File: src/include/tprs_regs.svh
// tprs_regs.svh: register offsets, field positions, reset values and timing counts
// assumes a 40 MHz aclk and a 32-bit AXI4-Lite register port
`ifndef TPRS_REGS_SVH
`define TPRS_REGS_SVH

// register byte offsets
`define TPRS_CTRL_OFS        8'h00
`define TPRS_STATUS_OFS      8'h04
`define TPRS_SENS_OFS        8'h08
`define TPRS_STEP_OFS        8'h0C
`define TPRS_TICK_OFS        8'h10

// control fields (write 1 to act; every bit but the start bit is a level)
`define TPRS_CTRL_RESET_BIT  0
`define TPRS_CTRL_SKIP_BIT   1
`define TPRS_CTRL_START_BIT  2
`define TPRS_CTRL_MREC_BIT   3
`define TPRS_CTRL_MRUN_BIT   4

// status fields
`define TPRS_ST_PWR_BIT      0
`define TPRS_ST_ARM_BIT      1
`define TPRS_ST_RUN_BIT      2
`define TPRS_ST_XPORT_BIT    3
`define TPRS_ST_REC_BIT      4
`define TPRS_ST_CAL_BIT      5

// reset values
`define TPRS_CTRL_RST        32'h0000_0000
`define TPRS_SENS_RST        3'h0

// time base: one tick every 1 ms at 40 MHz
`define TPRS_CLK_HZ          40000000
`define TPRS_TICK_MS         1
`define TPRS_TICK_CYC        ((`TPRS_CLK_HZ / 1000) * `TPRS_TICK_MS)

// sequence times in seconds, minutes and milliseconds, converted to ticks
`define TPRS_ARM_S           5
`define TPRS_REC_MIN         13
`define TPRS_CAL_MS          500
`define TPRS_PULSE_MS        200
`define TPRS_ARM_TICKS       (`TPRS_ARM_S * 1000 / `TPRS_TICK_MS)
`define TPRS_REC_TICKS       (`TPRS_REC_MIN * 60 * 1000 / `TPRS_TICK_MS)
`define TPRS_CAL_TICKS       (`TPRS_CAL_MS / `TPRS_TICK_MS)
`define TPRS_PULSE_TICKS     (`TPRS_PULSE_MS / `TPRS_TICK_MS)

// gain ratio denominators per sensitivity setting: 1,2,4,6,8,10
`define TPRS_SENS_SETTINGS   6

`endif

File: src/include/tprs_pkg.sv
// tprs_pkg: types of the two-pulse record sequencer
// assumes nothing beyond a SystemVerilog compiler
package tprs_pkg;

    // program timer steps, one-hot
    typedef enum logic [10:0] {
        TPRS_IDLE     = 11'h001,
        TPRS_WARM     = 11'h002,
        TPRS_START    = 11'h004,
        TPRS_RECORD   = 11'h008,
        TPRS_CAL1_ON  = 11'h010,
        TPRS_CAL1_OFF = 11'h020,
        TPRS_RUNNING  = 11'h040,
        TPRS_CAL2_ON  = 11'h080,
        TPRS_CAL2_OFF = 11'h100,
        TPRS_STOP     = 11'h200,
        TPRS_UNLATCH  = 11'h400
    } tprs_step_e;

endpackage : tprs_pkg

File: src/rtl/tprs_tick.sv
// tprs_tick: slow time base divider producing a one-cycle tick
// assumes aclk at the rate in tprs_regs.svh and a synchronous active-low reset
`timescale 1ns/1ps
`include "tprs_regs.svh"

module tprs_tick #(
    parameter int unsigned DIV = `TPRS_TICK_CYC
) (
    // clock and reset
    input  wire logic aclk,
    input  wire logic aresetn,
    // restart the divider
    input  wire logic clear,
    // tick out
    output logic      tick
);

    logic [31:0] cnt_r;

    // free-running divider, restarted on clear so intervals start clean
    always_ff @(posedge aclk)
    begin
        if (!aresetn || clear)
            cnt_r <= 32'h0000_0000;
        else if (cnt_r == DIV - 1)
            cnt_r <= 32'h0000_0000;
        else
            cnt_r <= cnt_r + 32'h0000_0001;
    end

    assign tick = (cnt_r == DIV - 1) && !clear;

endmodule : tprs_tick

File: src/rtl/tprs_seq.sv
// tprs_seq: two-pulse record sequencer with AXI4-Lite register port
// assumes trigger and button pins are asynchronous, aclk 40 MHz, sync reset
//
// Functional notes
// - first pulse sets power latch, warm-up loads
// - timer held reset in idle and while any trigger is present in warm-up
// - arm run latch five seconds after first
// - armed second pulse sets run latch, starts
// - second pulse any length; later pulses ignored
// - mains dip resumes at same step
// - pulse transport start, then record input
// - calibration asserted then released for step
// - record thirteen minutes after first calibration
// - repeat calibration after recording interval
// - drop transport run, then record output
// - unlatch pulse clears both latches, power
// - reset input clears timer and switched power
// - local button same; warm-up wait skippable
// - six sensitivity settings, reciprocal calibration level
// - manual transport and record buttons still work
`timescale 1ns/1ps
`include "tprs_regs.svh"

module tprs_seq #(
    parameter int unsigned TICK_DIV   = `TPRS_TICK_CYC,
    parameter int unsigned ARM_TICKS  = `TPRS_ARM_TICKS,
    parameter int unsigned REC_TICKS  = `TPRS_REC_TICKS,
    parameter int unsigned CAL_TICKS  = `TPRS_CAL_TICKS,
    parameter int unsigned PULSE_TICKS = `TPRS_PULSE_TICKS
) (
    // clock and reset
    input  wire logic        aclk,
    input  wire logic        aresetn,
    // axi4-lite write address
    input  wire logic [7:0]  s_axi_awaddr,
    input  wire logic        s_axi_awvalid,
    output logic             s_axi_awready,
    // axi4-lite write data
    input  wire logic [31:0] s_axi_wdata,
    input  wire logic [3:0]  s_axi_wstrb,
    input  wire logic        s_axi_wvalid,
    output logic             s_axi_wready,
    // axi4-lite write response
    output logic [1:0]       s_axi_bresp,
    output logic             s_axi_bvalid,
    input  wire logic        s_axi_bready,
    // axi4-lite read address
    input  wire logic [7:0]  s_axi_araddr,
    input  wire logic        s_axi_arvalid,
    output logic             s_axi_arready,
    // axi4-lite read data
    output logic [31:0]      s_axi_rdata,
    output logic [1:0]       s_axi_rresp,
    output logic             s_axi_rvalid,
    input  wire logic        s_axi_rready,
    // trigger sources and panel inputs (asynchronous)
    input  wire logic        trigger_input_relay,
    input  wire logic        local_start_button,
    input  wire logic        reset_button,
    input  wire logic        manual_start_button,
    input  wire logic        manual_record_button,
    // relay drives
    output logic             power_latch,
    output logic             run_latch,
    output logic             timer_reset,
    output logic             transport_start_pulse,
    output logic             record_pulse,
    output logic             transport_run_output,
    output logic             record_output,
    output logic             calibration_switch,
    output logic             unlatch_output,
    output logic [2:0]       gain_select,
    output logic [3:0]       calibration_step_level
);

    // ---- synchronisers for pin inputs
    logic [4:0] pin_meta_r;
    logic [4:0] pin_sync_r;
    logic [4:0] pins;
    assign pins = {manual_record_button, manual_start_button, reset_button,
                   local_start_button, trigger_input_relay};

    // two flops per pin before any logic looks at it
    always_ff @(posedge aclk)
    begin
        if (!aresetn)
        begin
            pin_meta_r <= 5'h00;
            pin_sync_r <= 5'h00;
        end
        else
        begin
            pin_meta_r <= pins;
            pin_sync_r <= pin_meta_r;
        end
    end

    // ---- register file
    logic [31:0] ctrl_r;
    logic [2:0]  sens_r;
    logic        sw_start_r;
    logic        aw_hold_r;
    logic        w_hold_r;
    logic [7:0]  awaddr_r;
    logic [31:0] wdata_r;
    logic        wr_go;
    logic        ar_go;
    logic [31:0] rdata_nxt;
    logic        rd_hit;

    assign s_axi_awready = !aw_hold_r && !s_axi_bvalid;
    assign s_axi_wready  = !w_hold_r && !s_axi_bvalid;
    assign wr_go         = aw_hold_r && w_hold_r && !s_axi_bvalid;
    assign s_axi_arready = !s_axi_rvalid;
    assign ar_go         = s_axi_arvalid && s_axi_arready;

    // address and data are caught separately, in either order
    always_ff @(posedge aclk)
    begin
        if (!aresetn)
        begin
            aw_hold_r <= 1'b0;
            w_hold_r  <= 1'b0;
            awaddr_r  <= 8'h00;
            wdata_r   <= 32'h0000_0000;
        end
        else
        begin
            if (s_axi_awvalid && s_axi_awready)
            begin
                aw_hold_r <= 1'b1;
                awaddr_r  <= s_axi_awaddr;
            end
            else if (wr_go)
                aw_hold_r <= 1'b0;
            if (s_axi_wvalid && s_axi_wready)
            begin
                w_hold_r <= 1'b1;
                wdata_r  <= s_axi_wdata;
            end
            else if (wr_go)
                w_hold_r <= 1'b0;
        end
    end

    // register writes; unmapped offsets answer slverr
    always_ff @(posedge aclk)
    begin
        if (!aresetn)
        begin
            ctrl_r       <= `TPRS_CTRL_RST;
            sens_r       <= `TPRS_SENS_RST;
            sw_start_r   <= 1'b0;
            s_axi_bvalid <= 1'b0;
            s_axi_bresp  <= 2'h0;
        end
        else
        begin
            sw_start_r <= 1'b0;
            if (wr_go)
            begin
                s_axi_bvalid <= 1'b1;
                s_axi_bresp  <= 2'h0;
                case (awaddr_r)
                    `TPRS_CTRL_OFS:
                    begin
                        ctrl_r     <= wdata_r;
                        sw_start_r <= wdata_r[`TPRS_CTRL_START_BIT];
                    end
                    `TPRS_SENS_OFS:
                        // out-of-range setting clamps to the least sensitive
                        sens_r <= (wdata_r[2:0] > 3'h5) ? 3'h5 : wdata_r[2:0];
                    `TPRS_STATUS_OFS, `TPRS_STEP_OFS, `TPRS_TICK_OFS:
                        s_axi_bresp <= 2'h0;
                    default:
                        s_axi_bresp <= 2'h2;
                endcase
            end
            else if (s_axi_bready)
                s_axi_bvalid <= 1'b0;
        end
    end

    // ---- sequencer state
    tprs_pkg::tprs_step_e step_r;
    logic        armed_r;
    logic [31:0] wait_r;
    logic        trig_prev_r;
    logic        trig;
    logic        trig_rise;
    logic        seq_reset;
    logic        skip_warm;
    logic        tick;

    assign trig      = pin_sync_r[0] || pin_sync_r[1] || sw_start_r;
    assign trig_rise = trig && !trig_prev_r;
    assign seq_reset = pin_sync_r[2] || ctrl_r[`TPRS_CTRL_RESET_BIT];
    assign skip_warm = ctrl_r[`TPRS_CTRL_SKIP_BIT];

    // slow time base, restarted whenever the program timer is reset
    tprs_tick #(
        .DIV     (TICK_DIV)
    ) u_tick (
        .aclk    (aclk),
        .aresetn (aresetn),
        .clear   (timer_reset),
        .tick    (tick)
    );

    always_ff @(posedge aclk)
    begin
        if (!aresetn)
            trig_prev_r <= 1'b0;
        else
            trig_prev_r <= trig;
    end

    // step advance; state lives in flops, so a mains dip that leaves the
    // clock domain powered resumes exactly where it was
    always_ff @(posedge aclk)
    begin
        if (!aresetn || seq_reset)
        begin
            step_r  <= tprs_pkg::TPRS_IDLE;
            armed_r <= 1'b0;
            wait_r  <= 32'h0000_0000;
        end
        else
        begin
            if (tick)
                wait_r <= wait_r + 32'h0000_0001;
            case (step_r)
                tprs_pkg::TPRS_IDLE:
                    if (trig_rise)
                    begin
                        step_r <= tprs_pkg::TPRS_WARM;
                        wait_r <= 32'h0000_0000;
                    end
                tprs_pkg::TPRS_WARM:
                begin
                    if (skip_warm || (tick && wait_r >= ARM_TICKS - 1))
                        armed_r <= 1'b1;
                    if (armed_r && trig_rise)
                    begin
                        step_r <= tprs_pkg::TPRS_START;
                        wait_r <= 32'h0000_0000;
                    end
                end
                tprs_pkg::TPRS_START:
                    if (tick && wait_r >= PULSE_TICKS - 1)
                    begin
                        step_r <= tprs_pkg::TPRS_RECORD;
                        wait_r <= 32'h0000_0000;
                    end
                tprs_pkg::TPRS_RECORD:
                    if (tick && wait_r >= PULSE_TICKS - 1)
                    begin
                        step_r <= tprs_pkg::TPRS_CAL1_ON;
                        wait_r <= 32'h0000_0000;
                    end
                tprs_pkg::TPRS_CAL1_ON:
                    if (tick && wait_r >= CAL_TICKS - 1)
                    begin
                        step_r <= tprs_pkg::TPRS_CAL1_OFF;
                        wait_r <= 32'h0000_0000;
                    end
                tprs_pkg::TPRS_CAL1_OFF:
                    if (tick && wait_r >= CAL_TICKS - 1)
                    begin
                        step_r <= tprs_pkg::TPRS_RUNNING;
                        wait_r <= 32'h0000_0000;
                    end
                tprs_pkg::TPRS_RUNNING:
                    if (tick && wait_r >= REC_TICKS - 1)
                    begin
                        step_r <= tprs_pkg::TPRS_CAL2_ON;
                        wait_r <= 32'h0000_0000;
                    end
                tprs_pkg::TPRS_CAL2_ON:
                    if (tick && wait_r >= CAL_TICKS - 1)
                    begin
                        step_r <= tprs_pkg::TPRS_CAL2_OFF;
                        wait_r <= 32'h0000_0000;
                    end
                tprs_pkg::TPRS_CAL2_OFF:
                    if (tick && wait_r >= CAL_TICKS - 1)
                    begin
                        step_r <= tprs_pkg::TPRS_STOP;
                        wait_r <= 32'h0000_0000;
                    end
                tprs_pkg::TPRS_STOP:
                    if (tick && wait_r >= PULSE_TICKS - 1)
                    begin
                        step_r <= tprs_pkg::TPRS_UNLATCH;
                        wait_r <= 32'h0000_0000;
                    end
                tprs_pkg::TPRS_UNLATCH:
                    if (tick && wait_r >= PULSE_TICKS - 1)
                    begin
                        step_r  <= tprs_pkg::TPRS_IDLE;
                        armed_r <= 1'b0;
                        wait_r  <= 32'h0000_0000;
                    end
                default:
                    step_r <= tprs_pkg::TPRS_IDLE;
            endcase
        end
    end

    // output decode; triggers beyond the second find no transition
    logic in_run;
    logic stop_phase;
    assign in_run     = !(step_r inside {tprs_pkg::TPRS_IDLE, tprs_pkg::TPRS_WARM});
    assign stop_phase = (step_r == tprs_pkg::TPRS_STOP) && (wait_r >= PULSE_TICKS / 2);

    always_ff @(posedge aclk)
    begin
        if (!aresetn)
        begin
            power_latch           <= 1'b0;
            run_latch             <= 1'b0;
            timer_reset           <= 1'b1;
            transport_start_pulse <= 1'b0;
            record_pulse          <= 1'b0;
            transport_run_output  <= 1'b0;
            record_output         <= 1'b0;
            calibration_switch    <= 1'b0;
            unlatch_output        <= 1'b0;
            gain_select           <= 3'h0;
            calibration_step_level <= 4'h0;
        end
        else
        begin
            power_latch <= (step_r != tprs_pkg::TPRS_IDLE) && !seq_reset;
            run_latch   <= in_run && !seq_reset;
            // timer held in idle, while any trigger is present in warm-up, or under reset
            timer_reset <= seq_reset || (step_r == tprs_pkg::TPRS_IDLE)
                           || ((step_r == tprs_pkg::TPRS_WARM) && trig);
            // manual buttons or-ed with sequencer pulses
            transport_start_pulse <= (step_r == tprs_pkg::TPRS_START)
                                     || pin_sync_r[3]
                                     || ctrl_r[`TPRS_CTRL_MRUN_BIT];
            record_pulse <= (step_r == tprs_pkg::TPRS_RECORD)
                            || pin_sync_r[4]
                            || ctrl_r[`TPRS_CTRL_MREC_BIT];
            transport_run_output <= in_run && !seq_reset && !stop_phase
                && !(step_r == tprs_pkg::TPRS_UNLATCH);
            record_output <= in_run && !seq_reset
                && (step_r != tprs_pkg::TPRS_START)
                && (step_r != tprs_pkg::TPRS_UNLATCH);
            // reset drops the calibration relay at once, with the latches
            calibration_switch <= ((step_r == tprs_pkg::TPRS_CAL1_ON)
                               || (step_r == tprs_pkg::TPRS_CAL2_ON))
                               && !seq_reset;
            unlatch_output <= (step_r == tprs_pkg::TPRS_UNLATCH);
            // gain divides by 1,2,4,6,8,10; calibration level multiplies back
            gain_select <= sens_r;
            case (sens_r)
                3'h0:    calibration_step_level <= 4'h1;
                3'h1:    calibration_step_level <= 4'h2;
                3'h2:    calibration_step_level <= 4'h4;
                3'h3:    calibration_step_level <= 4'h6;
                3'h4:    calibration_step_level <= 4'h8;
                default: calibration_step_level <= 4'hA;
            endcase
        end
    end

    // ---- register reads
    always_comb
    begin
        rd_hit    = 1'b1;
        rdata_nxt = 32'h0000_0000;
        case (s_axi_araddr)
            `TPRS_CTRL_OFS:   rdata_nxt = ctrl_r;
            `TPRS_STATUS_OFS: rdata_nxt = {26'h0, calibration_switch, record_output,
                                           transport_run_output, run_latch,
                                           armed_r, power_latch};
            `TPRS_SENS_OFS:   rdata_nxt = {29'h0, sens_r};
            `TPRS_STEP_OFS:   rdata_nxt = {21'h0, step_r};
            `TPRS_TICK_OFS:   rdata_nxt = wait_r;
            default:          rd_hit    = 1'b0;
        endcase
    end

    // read answer one cycle after the address is taken
    always_ff @(posedge aclk)
    begin
        if (!aresetn)
        begin
            s_axi_rvalid <= 1'b0;
            s_axi_rdata  <= 32'h0000_0000;
            s_axi_rresp  <= 2'h0;
        end
        else if (ar_go)
        begin
            s_axi_rvalid <= 1'b1;
            s_axi_rdata  <= rdata_nxt;
            s_axi_rresp  <= rd_hit ? 2'h0 : 2'h2;
        end
        else if (s_axi_rready)
            s_axi_rvalid <= 1'b0;
    end

    // ---- checks
    // the latches stay set for the whole unlatch pulse and fall as it ends
    chk_unlatch_clears: assert property (@(posedge aclk) disable iff (!aresetn)
        $fell(unlatch_output) |-> !run_latch && !power_latch)
        else $error("latches still set after unlatch");
    chk_reset_power: assert property (@(posedge aclk) disable iff (!aresetn)
        seq_reset |=> !power_latch && !run_latch && timer_reset)
        else $error("reset did not drop power");
    chk_cal_only_run: assert property (@(posedge aclk) disable iff (!aresetn)
        calibration_switch |-> run_latch && power_latch)
        else $error("calibration outside run");
    chk_run_needs_arm: assert property (@(posedge aclk) disable iff (!aresetn)
        $rose(step_r == tprs_pkg::TPRS_START) |-> $past(armed_r))
        else $error("run started unarmed");
    chk_no_retrigger: assert property (@(posedge aclk) disable iff (!aresetn || seq_reset)
        (in_run && step_r != tprs_pkg::TPRS_UNLATCH) |=> step_r != tprs_pkg::TPRS_IDLE)
        else $error("sequence left run early");
    chk_start_first: assert property (@(posedge aclk) disable iff (!aresetn || seq_reset)
        $rose(step_r == tprs_pkg::TPRS_RECORD) |-> $past(step_r) == tprs_pkg::TPRS_START)
        else $error("record pulse before start");
    chk_arm_warm: assert property (@(posedge aclk) disable iff (!aresetn)
        $rose(armed_r) |-> skip_warm || step_r == tprs_pkg::TPRS_WARM)
        else $error("armed outside warm-up");
    chk_cal_level: assert property (@(posedge aclk) disable iff (!aresetn)
        ##1 (sens_r == 3'h5 && $stable(sens_r)) |=> calibration_step_level == 4'hA)
        else $error("calibration level not reciprocal");

endmodule : tprs_seq

File: config.mk
export PLATFORM = sky130hd
export DESIGN_NAME = tprs_seq
export DESIGN_NICKNAME = d
export VERILOG_FILES = /design/src/include/tprs_pkg.sv /design/src/rtl/tprs_tick.sv /design/src/rtl/tprs_seq.sv
export VERILOG_INCLUDE_DIRS = /design/src /design/src/include
export SDC_FILE = /design/constraint.sdc
export NUM_CORES = 1
export LEC_CHECK = 0
export BUFFER_PORTS_ARGS = -buffer_cell sky130_fd_sc_hd__buf_2
export CAP_MARGIN = 5
export CORE_MARGIN = 3
export CORE_UTILIZATION = 52
export DETAILED_ROUTE_END_ITERATION = 8
export PLACE_DENSITY_LB_ADDON = 0.25
export SKIP_LAST_GASP = 1
export SLEW_MARGIN = 25
export SYNTH_ARGS = -nofsm -noshare
export SYNTH_HDL_FRONTEND = slang
export SYNTH_SLANG_ARGS = --single-unit
File: constraint.sdc
create_clock -name aclk -period 2.59 [get_ports aclk]
set_input_delay 0.1295 -clock aclk [delete_from_list [all_inputs] [get_ports aclk]]
set_output_delay 0.1295 -clock aclk [all_outputs]
set_load 0.005 [all_outputs]
==> impl_metrics.json, run 1 <==
{
  "grt_pass1_wl_um": 38700,
  "clkSlewWorstSetupHoldPaths_ps": 60,
  "relSlewSlack_pct": 60.7,
  "cts_tree": "yes",
  "fin_area_um2": 11700,
  "place_area_um2": 10400,
  "h-tree-depth": 1,
  "post-route-period-util_pct": 96.2,
  "path_delay_family": "simple AND/OR/NAND/NOR gates",
  "status": "complete, no violations",
  "postRouteWirelength_um": 23800,
  "reg2reg_to": "step_r[8]",
  "cts_buffers": 23,
  "wire_per_inst_um": 15.5,
  "min_period_ps": 2490,
  "num_rows": 48,
  "synth_top_family_by_area": "simple AND/OR/NAND/NOR gates",
  "synth_compound_area_share_pct": 15.7,
  "synth-edff-count": 0,
  "area_delta_synth_final_pct": 25.8,
  "yosys-top-cells-area": "dfxtp_1, nand2_1, a21boi_0",
  "gp_congestion": 0.898,
  "ios": 121,
  "yosysTopAreaCell": "dfxtp_1",
  "drive_above_1_share_pct": 17.8,
  "die_x_um": 140,
  "cp.arrival_ps": 2920,
  "synth-simple-area-share_pct": 26.6,
  "synth_area_um2": 9330,
  "crit_chain": "ha_1, nand2_1, or3_1, or4_1, a21oi_2, o21ai_1, buf_6, or3_1, a21oi_1",
  "path_max_fanout": 11,
  "drt_pre_antenna_iters": 7,
  "path_common_cell": "or3_1",
  "max_stage_delay_ps": 540,
  "min_from": "s_axi_awvalid",
  "tightest_slew_ps": 588,
  "reg2reg_slack_ps": 100,
  "hpwl_um": 15900,
  "synth_area_per_cell_um2": 8.29,
  "r2r_start": "u_tick.cnt_r[0]",
  "num-nets-final": 1359,
  "synthXorXnorAreaFrac_pct": 5.26,
  "cts_setup_buffers": 0,
  "worstSkewPairLatency_ps": 500,
  "synth_cell_types": 58,
  "maxSlewViolCount": 0,
  "hp-class": "input port to flop",
  "cts_buffer_depth": 3,
  "synthArstFlopShare_pct": 0,
  "drt_iter0_markers": 681,
  "p_per_area_nw_per_um2": 714,
  "crit_path_end_kind": "flop",
  "grt_start_max_net_pins": 58,
  "grt_pass1_vias": 7957,
  "p_leak_nw": 4.46,
  "layout.cells.non_filler": 1532,
  "required_ps": 3020,
  "dieArea_um2": 19600,
  "vias": 8454,
  "crit_slowest_cell": "or4_1",
  "cts-root-buf": "clkbuf_16",
  "track_usage_pct": 23.3,
  "critPathLaunchType": "flop",
  "detail-route-antenna-nets": 0,
  "drv_cap": 0,
  "vdd.ir_drop.worst_v": 0.000463,
  "cp_num_cells": 9,
  "hold_end": "awaddr_r[1]",
  "whs_path_depth": 4,
  "fmax_mhz": 402,
  "antenna_found_initial": 0,
  "total_power_mw": 8.38,
  "drcViolationCount": 0,
  "ys_dominant_reg_cell": "dfxtp_1",
  "viasPerCell": 5.52,
  "netlist_instances": 1126,
  "io_buffer_count": 114,
  "die_h_um": 140,
  "synth_top_area_share_pct": 46.5,
  "finClkSkew_ps": 9.99,
  "synthMuxAreaShare_pct": 1.34,
  "hold_violations": 0,
  "design.core.area_um2": 17400,
  "gr-total-overflow": 0,
  "reg2reg_depth": 9,
  "dp_cells": 1443,
  "worstSetupPathType": "flop to flop",
  "synth-seq-cells": 217,
  "synth-seq-area-share_pct": 46.5,
  "critPathBufInv": 1,
  "start_util_pct": 53.6,
  "setup_viol": 0,
  "synthAdderAreaFrac_pct": 0.402,
  "n_antenna_cell": 0,
  "ys_warn_count": 0,
  "cts.sinks": 217
}
==> per-layer routing <==
metal | GRT usage [%] | up-vias | share of wire (%)
li1 | - | 4177 | -
met1 | 31.6 | 3935 | 44
met2 | 38.7 | 269 | 47
met3 | 4.13 | 73 | 6.1
met4 | 6.37 | 0 | 2.8
met5 | 0 | - | 0
==> per-stage QoR <==
| step | hold WS (ps) | worst slack, ps | utilization [%] | setup TNS (ps) |
|---|---|---|---|---|
| after floorplan | 257 | 147 | - | 0 |
| final | 125 | 99.4 | 67.4 | 0 |
| after global placement | 341 | 104 | 59.5 | 0 |
| after global routing | 139 | -24.0 | 67.4 | -24.0 |
| after detailed placement | 338 | 80.7 | 59.5 | 0 |
| after CTS | 112 | 48.6 | 66.9 | 0 |
==> synth_stat cells (10+ instances only) <==
cell type / number
nand2_1: 221
dfxtp_1: 217
nor2_1: 93
a21boi_0: 72
clkbuf_1: 67
and2_1: 54
o21ai_0: 51
xnor2_1: 36
nor3_1: 33
a21oi_1: 24
inv_1: 23
nand3_1: 22
a22oi_1: 21
xor2_1: 20
nor4_1: 19
or3_1: 15
nand4_1: 12
and3_1: 11
nor2b_1: 10
==> cell families (layout without fill, tap and decap cells) <==
| logic type | Yosys count | in the layout |
|---|---|---|
| XOR/XNOR | 56 | 56 |
| flip-flops | 217 | 217 |
| adder cells (fa/ha/maj) | 3 | 3 |
| other | 1 | 2 |
| multiplexers | 12 | 12 |
| buffers and inverters | 99 | 279 |
| AND/OR/NAND/NOR | 524 | 524 |
| AO/OA/AOI/OAI | 214 | 214 |
==> report_power, final <==
group | leakage [nW] | total, mW | switching [mW] | internal, mW
logic | 2.29 | 1.27 | 0.707 | 0.565
registers | 1.76 | 3.56 | 0.0975 | 3.47
clock network | 0.404 | 3.55 | 1.34 | 2.21
==> state kept, by name, summed over array words and instances (netlist names), 3 cells and up <==
name and flops:
awaddr_r 8, calibration_step_level 4, ctrl_r 32, gain_select 3
pin_meta_r 5, pin_sync_r 5, s_axi_rdata 32, sens_r 3
step_r 11, u_tick.cnt_r 32, wait_r 32, wdata_r 32
==> worst register-to-register path, stage by stage (launching register included) <==
cell	delay (ps)
dfxtp_1	350
ha_1	170
nand2_1	50
or3_1	350
or4_1	540
a21oi_2	130
o21ai_1	130
buf_6	180
or3_1	380
a21oi_1	140
==> cell type report <==
cell class / count / area [µm²]
sequential: 217 / 4350
fill: 1434 / 5680
tap: 225 / 282
timing repair buffer: 216 / 1530
clock inverter: 14 / 208
inverter: 23 / 86.3
clock buffer: 26 / 617
multi-input combinational: 811 / 4670
==> cell usage in the layout (no fill, tap or decap), types with 23 or more instances in the layout <==
master	count
a21boi_0	72
a21oi_1	23
and2_1	54
buf_2	113
buf_4	49
clkbuf_16	24
dfxtp_1	216
dlygate4sd3_1	48
inv_1	23
nand2_1	221
nor2_1	93
nor3_1	32
o21ai_0	51
xnor2_1	36
==> repair_timing <==
action,CTS,global route
hold buffers,48,0
hold endpoints to repair,47,0
gates resized for setup,0,12
endpoints found under the setup margin,0,41
==> worst max path at each step <==
| stage | startpoint | endpoint |
|---|---|---|
| after floorplan | step_r[5] | step_r[2] |
| after global placement | wait_r[0] | step_r[2] |
| after global routing | u_tick.cnt_r[15] | step_r[8] |
| final | u_tick.cnt_r[0] | step_r[8] |
| after detailed placement | wait_r[0] | step_r[2] |
| after CTS | wait_r[0] | step_r[2] |
No activity file was read; power rests on OpenSTA's default activity.
==> inputs of run 2 (changes only) <==
--- a/config.mk
+++ b/config.mk
@@ -12,6 +12,7 @@
 export CORE_UTILIZATION = 52
 export DETAILED_ROUTE_END_ITERATION = 8
 export PLACE_DENSITY_LB_ADDON = 0.25
+export REMOVE_ABC_BUFFERS = 1
 export SKIP_LAST_GASP = 1
 export SLEW_MARGIN = 25
 export SYNTH_ARGS = -nofsm -noshare
==> run 2 against run 1 <==
Effect of this change:
- via count is 3.4% lower
- final cell count is 1.0% higher
- register-to-register slack got worse by 40 ps
- global-route usage is 0.11 points higher
- hold slack worse by 29 ps
- die area unchanged
- clock-buffer cell count grew 8
- setup slack worse by 39 ps
- routed wire length down 3.8%
- sequential share of layout area is 0.11 points higher
- combinational power is essentially flat
- non-clock buffer count rose by 14
==> impl_metrics.json, run 2 (synthesis results as in run 1) <==
{
  "layout.cells.non_filler": 1548,
  "setup_slack_ps": 60.7,
  "p_leak_nw": 4.47,
  "finClkSkew_ps": 10.3,
  "gr-total-overflow": 0,
  "hold_violations": 0,
  "relSlewSlack_pct": 59.7,
  "p_per_area_nw_per_um2": 687,
  "cp.arrival_ps": 2960,
  "cts_tree": "yes",
  "hpwl_um": 15400,
  "num-nets-final": 1374,
  "required_ps": 3020,
  "use_met1_pct": 32.0,
  "final_common_cell": "nand2_1",
  "timing.hold.ws_ps": 95.5,
  "crit_chain": "nor4_2, nand4_1, or4_4, a21oi_2, o21ai_1, buf_4, buf_4, or3_1, a21oi_1",
  "grt_pass1_vias": 7909,
  "cts_buffers": 24,
  "fmax_mhz": 395,
  "ios": 121,
  "dp_cells": 1456,
  "grt_start_max_net_pins": 53,
  "wire_per_inst_um": 14.8,
  "dieArea_um2": 19600,
  "start_util_pct": 53.6,
  "ff_latch_area_um2": 4350,
  "clkSlewWorstSetupHoldPaths_ps": 60,
  "maxSlewViolCount": 0,
  "crit_path_end_kind": "flop",
  "cts-root-buf": "clkbuf_16",
  "worstSetupPathType": "flop to flop",
  "status": "complete, no violations",
  "area_delta_synth_final_pct": 25.4,
  "use_met3_pct": 3.89,
  "post-route-period-util_pct": 97.7,
  "h-tree-depth": 1,
  "cts.sinks": 217,
  "grt_pass1_wl_um": 39000,
  "antenna_found_initial": 0,
  "drt_iter0_markers": 620,
  "path_max_fanout": 6,
  "fin_area_um2": 11700,
  "use_met2_pct": 39.1,
  "viasPerCell": 5.28,
  "drcViolationCount": 0,
  "die_h_um": 140,
  "drive_above_1_share_pct": 18.5,
  "max_stage_delay_ps": 570,
  "io_buffer_count": 114,
  "top_usage_layer": "met2",
  "track_usage_pct": 23.5,
  "total_power_mw": 8.04,
  "setup_viol": 0,
  "worstSkewPairLatency_ps": 510,
  "tightest_slew_ps": 599,
  "critPathLaunchType": "flop",
  "gp_congestion": 0.898,
  "vias": 8169,
  "hp-class": "input port to flop",
  "mostFrequentLayoutCells": "nand2_1, dfxtp_1, buf_2",
  "detail-route-antenna-nets": 0,
  "path_common_cell": "buf_4",
  "min_period_ps": 2530,
  "design.core.area_um2": 17400,
  "die_x_um": 140,
  "reg2reg_slack_ps": 60,
  "post-place-ws_ps": -22.2,
  "fill_cells": 1511,
  "rsz0062_at_grt": "true",
  "num_rows": 48,
  "postRouteWirelength_um": 22900,
  "multiInputGateArea_um2": 4670,
  "place_area_um2": 10400,
  "cts_buffer_depth": 3,
  "crit_slowest_cell": "or4_4",
  "drv_cap": 0,
  "finalSetupTns_ps": 0,
  "n_antenna_cell": 0,
  "drt_pre_antenna_iters": 6,
  "vdd.ir_drop.worst_v": 0.000691,
  "postLayoutCoreUtil_pct": 67.2
}
## run 2: changes by cell type in the layout (fill, tap and decap cells not counted), moves of 2 or more
cell and delta:
clkbuf_8 +2, clkbuf_1 +5, buf_12 -3, clkinv_4 -2
bufinv_16 -5, buf_4 +19
## run 2: repair_timing
| item | 4_1_cts | 5_1_grt |
|---|---|---|
| resized for setup | 3 | 8 |
| cloned | 0 | 0 |
| setup buffers | 0 | 2 |
| endpoints found under the hold margin | 47 | 0 |
| hold buffers | 48 | 0 |
| endpoints found under the setup margin | 1 | 40 |
| pin swaps | 1 | 4 |
## run 2: path summary, 6_finish.rpt
| path | from | endpoint | cells past startpoint |
|---|---|---|---|
| max | u_tick.cnt_r[23] | step_r[8] | 9 |
| min | aresetn | awaddr_r[5] | 2 |
| max reg2reg | u_tick.cnt_r[23] | step_r[8] | 9 |
| min reg2reg | u_tick.cnt_r[0] | u_tick.cnt_r[0] | 1 |
## run 2: area by class of cell
type | count | area share (%)
repair buffers | 230 | 13.5
well taps | 225 | 2.40
inverters | 23 | 0.737
flip-flops and latches | 217 | 37.1
clock buffers | 34 | 5.88
clock inverters | 8 | 0.513
multi-input cells | 811 | 39.9
## run 2: routing by layer
layer / wire length, µm / vias to the layer above
met3: 1070 / 38
met1: 10800 / 3765
li1: - / 4190
met4: 533 / 0
met5: 0 / -
met2: 10500 / 176
## run 2: power breakdown
| part | internal (mW) | switching (mW) | total (mW) |
|---|---|---|---|
| clock network | 1.85 | 1.34 | 3.20 |
| logic | 0.587 | 0.681 | 1.27 |
| registers | 3.47 | 0.107 | 3.58 |
## run 2: worst max-delay path: cells and delay by family, from the launching register on
kind            cells  cell delay [ps]
buf+inv             2              330
compound gates      3              350
simple gates        4             1430
flops               1              320
==> inputs of run 3 (changes only) <==
--- a/config.mk
+++ b/config.mk
@@ -10,7 +10,9 @@
 export CAP_MARGIN = 5
 export CORE_MARGIN = 3
 export CORE_UTILIZATION = 52
+export CTS_BUF_LIST = sky130_fd_sc_hd__clkbuf_16
 export DETAILED_ROUTE_END_ITERATION = 8
+export MAX_ROUTING_LAYER = met4
 export PLACE_DENSITY_LB_ADDON = 0.25
 export REMOVE_ABC_BUFFERS = 1
 export SKIP_LAST_GASP = 1
==> run 3 against run 2 <==
Effect of this change:
- core utilization grew 1.6 points
- sequential share of layout area decreased by 0.82 points
- flip-flop and latch count unchanged
- clock skew down 3.8 ps
- routed wire length grew 2.9%
- critical endpoint is now wait_r[17]
- setup slack improved by 7.2 ps
- clock power grew 12%
==> impl_metrics.json, run 3 (synthesis results as in run 1) <==
{
  "status": "complete, no violations",
  "critPathLaunchType": "flop",
  "grt_start_max_net_pins": 68,
  "io_buffer_count": 114,
  "clkPwrFrac_pct": 41.1,
  "cts.sinks": 217,
  "cts_buffer_depth": 3,
  "start_util_pct": 53.6,
  "clkSlewWorstSetupHoldPaths_ps": 60,
  "p_leak_nw": 4.61,
  "path_delay_family": "simple AND/OR/NAND/NOR gates",
  "place_area_um2": 10500,
  "h-tree-depth": 1,
  "postRouteWirelength_um": 23600,
  "grt_pass1_vias": 7983,
  "power_frac_seq_pct": 40.9,
  "drv_cap": 0,
  "hold_violations": 0,
  "vias": 8323,
  "maxSlewViolCount": 0,
  "layout.cells.non_filler": 1560,
  "total_power_mw": 8.70,
  "track_usage_pct": 24.1,
  "crit_slowest_cell": "or4_4",
  "area_delta_synth_final_pct": 28.4,
  "hp-class": "input port to flop",
  "fmax_mhz": 397,
  "viasPerCell": 5.34,
  "wire_per_inst_um": 15.1,
  "cp.arrival_ps": 2930,
  "post-route-period-util_pct": 97.4,
  "antenna_found_initial": 0,
  "finalSetupTns_ps": 0,
  "required_ps": 2990,
  "num_rows": 48,
  "design.core.area_um2": 17400,
  "fill_cells": 1437,
  "tightest_slew_ps": 531,
  "num-nets-final": 1385,
  "final_common_cell": "nand2_1",
  "vdd.ir_drop.worst_v": 0.000639,
  "mostFrequentLayoutCells": "nand2_1, dfxtp_1, buf_2",
  "relSlewSlack_pct": 64.5,
  "gp_congestion": 0.899,
  "comb_power_share_pct": 17.9,
  "cts_tree": "yes",
  "path_common_cell": "o21ai_4",
  "drt_pre_antenna_iters": 5,
  "hpwl_um": 15300,
  "crit_path_end_kind": "flop",
  "finClkSkew_ps": 6.50,
  "fin_area_um2": 12000,
  "worstSetupPathType": "flop to flop",
  "setup_viol": 0,
  "min_period_ps": 2520,
  "switching_share_pct": 25.8,
  "timing.hold.ws_ps": 102,
  "drive_above_1_share_pct": 19.3,
  "max_stage_delay_ps": 520,
  "drt_iter0_markers": 572,
  "cts-root-buf": "clkbuf_16",
  "drcViolationCount": 0,
  "dieArea_um2": 19600,
  "crit_chain": "ha_1, nand2_1, or3_1, or4_4, a21oi_4, o21ai_4, buf_4, o21ai_4, clkbuf_16, nor2_1",
  "ios": 121,
  "detail-route-antenna-nets": 0,
  "gr-total-overflow": 0,
  "p_int_mw": 6.45,
  "path_max_fanout": 8,
  "cts_buffers": 23,
  "grt_pass1_wl_um": 39200,
  "die_h_um": 140,
  "power_switching_mw": 2.25,
  "worstSkewPairLatency_ps": 510,
  "p_per_area_nw_per_um2": 726,
  "die_x_um": 140,
  "critPathBufInv": 2,
  "dp_cells": 1461
}
[run 3: timing repair]
action | 4_1_cts | 5_1_grt
setup buffers | 1 | 3
cloned | 0 | 3
hold endpoints to repair | 48 | 0
resized for setup | 5 | 14
endpoints found under the setup margin | 9 | 41
pin swaps | 2 | 6
hold buffers | 51 | 0
[run 3: power groups by stage]
| stage | Clock [mW] | Sequential [mW] | Combinational, mW |
|---|---|---|---|
| global route | 3.78 | 3.57 | 1.69 |
| CTS | 3.65 | 3.56 | 1.32 |
| floorplan | 0 | 3.62 | 0.632 |
| finish | 3.58 | 3.56 | 1.56 |
| global placement | 0 | 3.63 | 1.14 |
| detailed placement | 0 | 3.63 | 1.15 |
[run 3: through the flow]
stage / util [%] / setup slack (ps)
after floorplan: - / -1130
after global placement: 60.0 / -63.4
after detailed placement: 60.0 / -72.4
after CTS: 67.9 / 10.8
after global routing: 68.8 / -101
final: 68.8 / 68.0
[run 3: per-layer routing]
layer | share of wire [%] | global-route usage [%] | routed length [µm] | vias to the layer above
met4 | 2.1 | 5.56 | 496 | 0
li1 | - | - | - | 4213
met3 | 4.0 | 3.04 | 954 | 40
met1 | 47 | 33.4 | 11200 | 3887
met2 | 46 | 38.2 | 11000 | 183
met5 | 0 | - | 0 | -
[run 3: worst reg2reg max path, delay by kind of cell, from the launching register on]
family,cells,cell delay [ps]
buffers and inverters,2,390
AOI/OAI and AO/OA,3,540
DFF,1,340
and+or+nand+nor,4,980
adders and majority gates,1,170
[run 3: path summary, 6_finish.rpt]
kind                    from         endpoint  slack (ps)  depth (start not counted)
max          u_tick.cnt_r[0]       wait_r[17]          70                         10
min            s_axi_awvalid      awaddr_r[7]         100                          4
max reg2reg  u_tick.cnt_r[0]       wait_r[17]          70                         10
min reg2reg  u_tick.cnt_r[0]  u_tick.cnt_r[0]         410                          1
[run 3: final cells by class]
cell class | count | area, µm² | area share [%]
diodes | 1 | 2.50 | 0.0209
clock buffers | 23 | 576 | 4.80
clock inverters | 18 | 250 | 2.09
inverters | 23 | 86.3 | 0.721
multi-input cells | 811 | 4710 | 39.3
flip-flops and latches | 217 | 4350 | 36.3
well taps | 225 | 282 | 2.35
repair buffers | 242 | 1730 | 14.4
